--- config.mk ---
export PLATFORM = sky130hd
export DESIGN_NAME = reset_cause_status
export DESIGN_NICKNAME = d
export VERILOG_FILES = /design/src/verilog/reset_cause_pkg.sv /design/src/verilog/reset_cause_status.sv
export VERILOG_INCLUDE_DIRS = /design/src /design/src/verilog
export SDC_FILE = /design/constraint.sdc
export NUM_CORES = 1
export LEC_CHECK = 0
export BUFFER_PORTS_ARGS = -buffer_cell sky130_fd_sc_hd__buf_2
export CORE_ASPECT_RATIO = 1.25
export CORE_MARGIN = 2
export CORE_UTILIZATION = 47
export CTS_BUF_LIST = sky130_fd_sc_hd__clkbuf_8
export CTS_CLUSTER_DIAMETER = 200
export CTS_CLUSTER_SIZE = 16
export DETAILED_ROUTE_END_ITERATION = 8
export PLACE_DENSITY = 0.82
export SYNTH_ARGS = -nofsm -noshare
export SYNTH_HDL_FRONTEND = slang
export SYNTH_SLANG_ARGS = --single-unit
export TNS_END_PERCENT = 1
--- constraint.sdc ---
create_clock -name pclk -period 2.35 [get_ports pclk]
set_input_delay 0.47 -clock pclk [delete_from_list [all_inputs] [get_ports pclk]]
set_output_delay 0.47 -clock pclk [all_outputs]
set_load 0.05 [all_outputs]
--- src/verilog/reset_cause_cfg.svh ---
`ifndef RESET_CAUSE_CFG_SVH
`define RESET_CAUSE_CFG_SVH

// register byte addresses
`define RC_ADDR_RESET_CAUSE 12'h000
`define RC_ADDR_IRQ_STATUS 12'h004
`define RC_ADDR_IRQ_MASK 12'h008

// watchdog service values
`define RC_SVC_FIRST 8'h55
`define RC_SVC_SECOND 8'hAA

// reset cause flag bit positions
`define RC_BIT_POWER_UP 7
`define RC_BIT_EXT_PIN 6
`define RC_BIT_WATCHDOG 5
`define RC_BIT_BAD_OPCODE 4
`define RC_BIT_BAD_ADDRESS 3
`define RC_BIT_REF_FAILURE 2
`define RC_BIT_LOW_SUPPLY 1

// flag patterns
`define RC_FLAGS_POWER_ON 8'h82
`define RC_FLAGS_LOW_SUPPLY 8'h02
`define RC_FLAGS_REF_FAILURE 8'h04
`define RC_FLAGS_NONE 8'h00

// interrupt status bits
`define RC_IRQ_BIT_SERVICED 0
`define RC_IRQ_BIT_RESET_TAKEN 1
`define RC_IRQ_RESET 2'h0

// reset pulse stretch, least time
`define RC_CLK_PERIOD_NS 25
`define RC_RST_HOLD_NS 400
`define RC_RST_HOLD_CYC ((`RC_RST_HOLD_NS + `RC_CLK_PERIOD_NS - 1) / `RC_CLK_PERIOD_NS)

`endif

--- src/verilog/reset_cause_pkg.sv ---
package reset_cause_pkg;

  typedef enum logic [1:0] {
    ST_RUN = 2'h0,
    ST_HOLD = 2'h1
  } seq_state_t;

  typedef logic [7:0] cause_flags_t;
  typedef logic [4:0] hold_count_t;

endpackage

--- src/verilog/reset_cause_status.sv ---
`include "reset_cause_cfg.svh"

module reset_cause_status import reset_cause_pkg::*; (
  input wire logic pclk,
  input wire logic presetn,
  input wire logic psel,
  input wire logic penable,
  input wire logic pwrite,
  input wire logic [11:0] paddr,
  input wire logic [31:0] pwdata,
  output logic [31:0] prdata,
  output logic pready,
  output logic pslverr,
  output logic irq,
  input wire logic ext_reset_n,
  input wire logic low_supply_det,
  input wire logic ref_clk_lost,
  input wire logic bad_addr_access,
  input wire logic illegal_opcode,
  input wire logic halt_exec,
  input wire logic enter_debug_exec,
  input wire logic halt_permit,
  input wire logic debug_mode_permit,
  input wire logic debug_forced_reset_bit,
  input wire logic [1:0] watchdog_timeout_select,
  input wire logic wdog_timeout,
  output logic sys_reset_n,
  output logic wdog_clear
);

  logic [2:0] sync1_ff;
  logic [2:0] sync2_ff;
  cause_flags_t flags_ff;
  cause_flags_t nxt_flags;
  seq_state_t state_ff;
  hold_count_t hold_cnt_ff;
  logic sys_reset_n_ff;
  logic armed_ff;
  logic wdog_clear_ff;
  logic [1:0] irq_stat_ff;
  logic [1:0] irq_mask_ff;
  logic [1:0] nxt_irq_stat;
  logic irq_ff;
  logic [31:0] prdata_ff;
  logic pready_ff;
  logic pslverr_ff;

  // pins and the clock monitor are asynchronous, two flops before use
  always_ff @(posedge pclk or negedge presetn) begin
    if (!presetn) begin
      // pin idles high; resetting its flops low would fake a pin reset
      sync1_ff <= 3'h1;
      sync2_ff <= 3'h1;
    end else begin
      sync1_ff <= {ref_clk_lost, low_supply_det, ext_reset_n};
      sync2_ff <= sync1_ff;
    end
  end

  logic ext_src;
  logic supply_src;
  logic clk_loss_src;
  assign ext_src = ~sync2_ff[0];
  assign supply_src = sync2_ff[1];
  assign clk_loss_src = sync2_ff[2];

  logic apb_setup;
  logic apb_done;
  logic hit_rc;
  logic hit_stat;
  logic hit_mask;
  logic wr_rc;
  logic wr_first;
  logic wr_second;
  assign apb_setup = psel & ~penable;
  assign apb_done = psel & penable & pready_ff;
  assign hit_rc = (paddr == `RC_ADDR_RESET_CAUSE);
  assign hit_stat = (paddr == `RC_ADDR_IRQ_STATUS);
  assign hit_mask = (paddr == `RC_ADDR_IRQ_MASK);
  assign wr_rc = apb_done & pwrite & hit_rc;
  assign wr_first = wr_rc & (pwdata[7:0] == `RC_SVC_FIRST);
  assign wr_second = wr_rc & (pwdata[7:0] == `RC_SVC_SECOND);

  logic wdog_en;
  logic bad_write;
  logic wd_src;
  logic op_src;
  logic any_src;
  logic entry;
  assign wdog_en = |watchdog_timeout_select;
  assign bad_write = wr_rc & wdog_en & ~wr_first & ~wr_second;
  assign wd_src = (wdog_timeout & wdog_en) | bad_write;
  assign op_src = illegal_opcode | (halt_exec & ~halt_permit)
    | (enter_debug_exec & ~debug_mode_permit);
  assign any_src = debug_forced_reset_bit | ext_src | supply_src | clk_loss_src | wd_src
    | op_src | bad_addr_access;
  // sources are only looked at outside the stretched reset pulse
  assign entry = (state_ff == ST_RUN) & any_src;

  always_comb begin
    if (debug_forced_reset_bit) begin
      nxt_flags = `RC_FLAGS_NONE;
    end else if (supply_src) begin
      nxt_flags = `RC_FLAGS_LOW_SUPPLY;
    end else if (clk_loss_src) begin
      nxt_flags = `RC_FLAGS_REF_FAILURE;
    end else begin
      nxt_flags = `RC_FLAGS_NONE;
      nxt_flags[`RC_BIT_EXT_PIN] = ext_src;
      nxt_flags[`RC_BIT_WATCHDOG] = wd_src;
      nxt_flags[`RC_BIT_BAD_OPCODE] = op_src;
      nxt_flags[`RC_BIT_BAD_ADDRESS] = bad_addr_access;
    end
  end

  // power-on loads 0x82 and every reset entry overwrites all flags; the system reset we issue must not wipe it
  always_ff @(posedge pclk or negedge presetn) begin
    if (!presetn) begin
      flags_ff <= `RC_FLAGS_POWER_ON;
    end else if (entry) begin
      flags_ff <= nxt_flags;
    end
  end

  always_ff @(posedge pclk or negedge presetn) begin
    if (!presetn) begin
      state_ff <= ST_RUN;
      hold_cnt_ff <= 5'h0;
      sys_reset_n_ff <= 1'b0;
    end else begin
      case (state_ff)
        ST_RUN: begin
          if (entry) begin
            state_ff <= ST_HOLD;
            hold_cnt_ff <= 5'(`RC_RST_HOLD_CYC - 1);
            sys_reset_n_ff <= 1'b0;
          end else begin
            sys_reset_n_ff <= 1'b1;
          end
        end
        ST_HOLD: begin
          if (hold_cnt_ff == 5'h0) begin
            state_ff <= ST_RUN;
            sys_reset_n_ff <= 1'b1;
          end else begin
            hold_cnt_ff <= hold_cnt_ff - 5'h1;
          end
        end
        default: begin
          state_ff <= ST_RUN;
        end
      endcase
    end
  end

  // any cause-register write other than 0x55 breaks the pair; a reset disarms it
  always_ff @(posedge pclk or negedge presetn) begin
    if (!presetn) begin
      armed_ff <= 1'b0;
      wdog_clear_ff <= 1'b0;
    end else begin
      wdog_clear_ff <= armed_ff & wr_second & ~entry;
      if (entry) begin
        armed_ff <= 1'b0;
      end else if (wr_rc) begin
        armed_ff <= wr_first;
      end
    end
  end

  // read clears only the bits returned, so a set during the access survives
  always_comb begin
    nxt_irq_stat = irq_stat_ff;
    if (apb_done & ~pwrite & hit_stat) begin
      nxt_irq_stat = nxt_irq_stat & ~prdata_ff[1:0];
    end
    nxt_irq_stat[`RC_IRQ_BIT_SERVICED] = nxt_irq_stat[`RC_IRQ_BIT_SERVICED] | wdog_clear_ff;
    nxt_irq_stat[`RC_IRQ_BIT_RESET_TAKEN] = nxt_irq_stat[`RC_IRQ_BIT_RESET_TAKEN] | entry;
  end

  always_ff @(posedge pclk or negedge presetn) begin
    if (!presetn) begin
      irq_stat_ff <= `RC_IRQ_RESET;
      irq_mask_ff <= `RC_IRQ_RESET;
      irq_ff <= 1'b0;
    end else begin
      irq_stat_ff <= nxt_irq_stat;
      if (apb_done & pwrite & hit_mask) begin
        irq_mask_ff <= pwdata[1:0];
      end
      irq_ff <= |(irq_stat_ff & irq_mask_ff);
    end
  end

  // no wait states: data and error prepared in setup, ready in the first access cycle
  always_ff @(posedge pclk or negedge presetn) begin
    if (!presetn) begin
      prdata_ff <= 32'h0;
      pready_ff <= 1'b0;
      pslverr_ff <= 1'b0;
    end else begin
      pready_ff <= apb_setup;
      pslverr_ff <= apb_setup & ~(hit_rc | hit_stat | hit_mask);
      if (apb_setup) begin
        if (hit_rc) begin
          prdata_ff <= {24'h0, flags_ff[7:1], 1'b0};
        end else if (hit_stat) begin
          prdata_ff <= {30'h0, irq_stat_ff};
        end else if (hit_mask) begin
          prdata_ff <= {30'h0, irq_mask_ff};
        end else begin
          prdata_ff <= 32'h0;
        end
      end
    end
  end

  assign prdata = prdata_ff;
  assign pready = pready_ff;
  assign pslverr = pslverr_ff;
  assign irq = irq_ff;
  assign sys_reset_n = sys_reset_n_ff;
  assign wdog_clear = wdog_clear_ff;
endmodule
==> summary.md <==
| Metric | Value |
|---|---|
| Status | `finished, final reports clean` |
| Hold_ws | `approximately 0.25 ns` |
| Non-filler cells, final | `roughly 280` |
| Post-detail-place hpwl | `~2700 µm` |
| Iteration-0 DRC Markers | `between 90 and 100` |
| CP Class | `flop to flop` |
| Hold_buf cts | `0` |
| Total number of vias | `1400` |
| Crit end category | `flop` |
| Worst Hold Class | `input port to async pin` |
| Via/cell ratio | `roughly 5.0` |
| Clock latency on the worst-skew pair | `0.29 ns` |
| Drt pass-1 iters | `4` |
| Syn avg cell area | `11.5 µm²` |
| TritonCTS Buffers | `5` |
| FF+latch count, synth | `37` |
| Yosys cell types | `53` |
| CTS clk-pin slew, worst paths | `roughly 0.080 ns` |
| Final min period | `roughly 1.8 ns` |
| GRT Total Usage | `between 15 and 20%` |
| Initial antenna violation count | `0` |
| CTS max path bufs | `2` |
| Core area | `roughly 0.0041 mm²` |
| Yosys top cell by area | `dfrtp_1` |
| Most frequent cells in the layout | `buf_2 (50), dfrtp_1 (33), conb_1 (24), inv_1 (11), nand2_1 (10)` |
| Post-route ant nets | `0` |
| Final hold violation count | `0` |
| Share of cells above drive strength 1 | `a little over a third` |
| Cells after Synth | `171` |
| FFs w/ async S/R, synth | `100%` |
| Most common cell after layout, fill and taps aside | `buf_2` |
| Die Footprint | `0.00472 mm²` |
| Setup Skew | `between 0.01 and 0.015 ns` |
| Post-synth EDFFs | `0` |
| Total Nets Final | `288` |
| Commonest register cell after synthesis | `dfrtp_1` |
| Tightest Pin Transition | `around 0.78 ns` |
| CP Launch Type | `flop` |
| Register area | `approximately 930 µm²` |
| Yosys warns | `0` |
| Worst Path Required | `between 2 and 3 ns` |
| Maximum Capacitance Violations | `0` |
| DIE HEIGHT | `roughly 76 µm` |
| IO Port Bufs | `50` |
| CP Max Fanout | `5` |
| Die Wd | `around 60 µm` |
| Row cnt | `26` |
| CTS root buffer | `clkbuf_8` |
| Final GP Congestion | `between 0.8 and 0.9` |
| Yosys top cell area share | `42.0%` |
| Placed insts | `roughly 270` |
| Worst Path Arrival | `slightly below 2 ns` |
| Top post-synthesis cells by area | `dfrtp_1 (42%), buf_4 (9.2%), dfstp_2 (5.4%), nor4_4 (4.3%), a22o_1 (4.0%)` |
| # diodes | `0` |
| CTS Sinks | `37` |
| Sequential share of the synthesized area | `about 47%` |
| DRC viols | `0` |
| First-pass GRT wire length | `6320 µm` |
| Leak pwr | `about 1.1 nW` |
| Detailed Route WL | `roughly 3500 µm` |
| Area of the multi-input gates | `around 870 µm²` |
| Slew HR | `about half` |
| TritonCTS clock tree | `yes` |
| Final Setup Violations | `0` |
| Fmax | `551 MHz` |
| Period utilization | `77.2%` |
| Total global routing overflow | `0` |
| Vias in the first global route | `between 1000 and 1500` |
| Postcts setup bufs | `0` |
| Ports | `99` |
| RSZ-0062 raised after global routing | `no` |
| TNS Setup | `0 ns` |
| VDD IR max | `about 0.00054 V` |
| Synth-to-Final Area Change | `15.0%` |
| Power Dens Cells | `roughly 820 mW/mm²` |
| Wire per inst | `12.6 µm` |
| Pin count of the biggest net entering global routing | `38` |
| Post_cts resized | `0` |
| Starting density of the core | `approximately half` |
| CTS H-Tree Depth | `2` |
| Fill cell count | `346` |
| Synthesized cell area | `~0.0020 mm²` |
| Pins Over Slew Limit | `0` |
==> cells in the mapped netlist (2+ instances only) <==
library cell	instances
nand3_1	2
nor4_1	2
o21ai_0	5
dfrtp_1	33
nor4_2	2
a21oi_1	4
nor3_1	7
mux2_2	3
ha_1	2
a31oi_1	2
nor2_1	7
nand2_1	10
nor4_4	4
mux2i_1	2
inv_1	11
buf_4	24
nand4bb_1	2
a22o_1	9
dfstp_2	4
o2bb2ai_1	3
==> flip-flops by register name (all words and copies together), names as in the netlist <==
name,cells
sync2_ff,3
irq,1
pready,1
irq_mask_ff,2
sys_reset_n,1
flags_ff,7
sync1_ff,3
wdog_clear,1
irq_stat_ff,2
armed_ff,1
pslverr,1
state_ff,1
hold_cnt_ff,5
prdata,8
==> worst paths after layout <==
check / start / cells after the start / to / slack [ns]
worst max-delay path: hold_cnt_ff[0] / 6 / hold_cnt_ff[0] / 0.54
worst min-delay path: presetn / 1 / irq / 0.25
worst max register to register: hold_cnt_ff[0] / 6 / hold_cnt_ff[0] / 0.54
worst min register to register: sync1_ff[1] / 0 / sync2_ff[1] / 0.35
max in group asynchronous: presetn / 1 / armed_ff / 1.59
min in group pclk: ext_reset_n / 1 / sync1_ff[0] / 0.28
==> cells by family (layout without fill, tap and decap cells) <==
logic type / count (synthesis) / in the layout / share of synthesized area (%)
simple gates: 53 / 53 / 20.6
buf+inv: 38 / 69 / 12.7
flops: 37 / 37 / 47.4
compound gates: 33 / 33 / 13.9
mux: 6 / 6 / 3.50
fa+ha+maj: 2 / 2 / 1.27
other cells: 1 / 24 / 0.191
xor+xnor: 1 / 1 / 0.446
==> per-stage QoR <==
| step | util [%] | cell area (µm²) | worst slack (ns) | power [mW] |
|---|---|---|---|---|
| 2_1_floorplan | - | 2050 | 0.514 | 1.32 |
| 5_1_grt | 55.5 | 2260 | 0.392 | 1.98 |
| 6_report | 55.5 | 2260 | 0.536 | 1.86 |
| 3_3_place_gp | 53.2 | 2160 | 0.276 | 1.39 |
| 3_5_place_dp | 53.2 | 2160 | 0.251 | 1.41 |
| 4_1_cts | 55.5 | 2260 | 0.517 | 1.87 |
==> power by group <==
part | internal, mW | switching (mW) | total [mW]
Sequential | 0.741 | 0.0992 | 0.840
Combinational | 0.225 | 0.336 | 0.560
Clock | 0.237 | 0.222 | 0.459
==> critical path, stage by stage, from the launching register on <==
cell and delay [ns]:
dfrtp_1 0.38, inv_1 0.12, ha_1 0.19, inv_1 0.07, o41ai_4 0.49, nand3_4 0.16
mux2_4 0.28
==> per-layer routing <==
metal  up-vias  share of wire, %  global-route usage, %
met5         -                 0                      0
met4         0              0.76                   5.96
met3         4               4.9                   5.26
met2        42                53                   28.4
met1       676                41                   21.6
li1        678                 -                      -
==> layout make-up <==
class                      count  share of cell area [%]
inverter                      11                    1.83
timing repair buffer          50                    11.1
clock buffer                   6                    3.66
sequential                    37                    41.2
tap                           56                    3.10
clock inverter                 2                   0.609
multi-input combinational    119                    38.5
(Power assumes the default switching activity.)
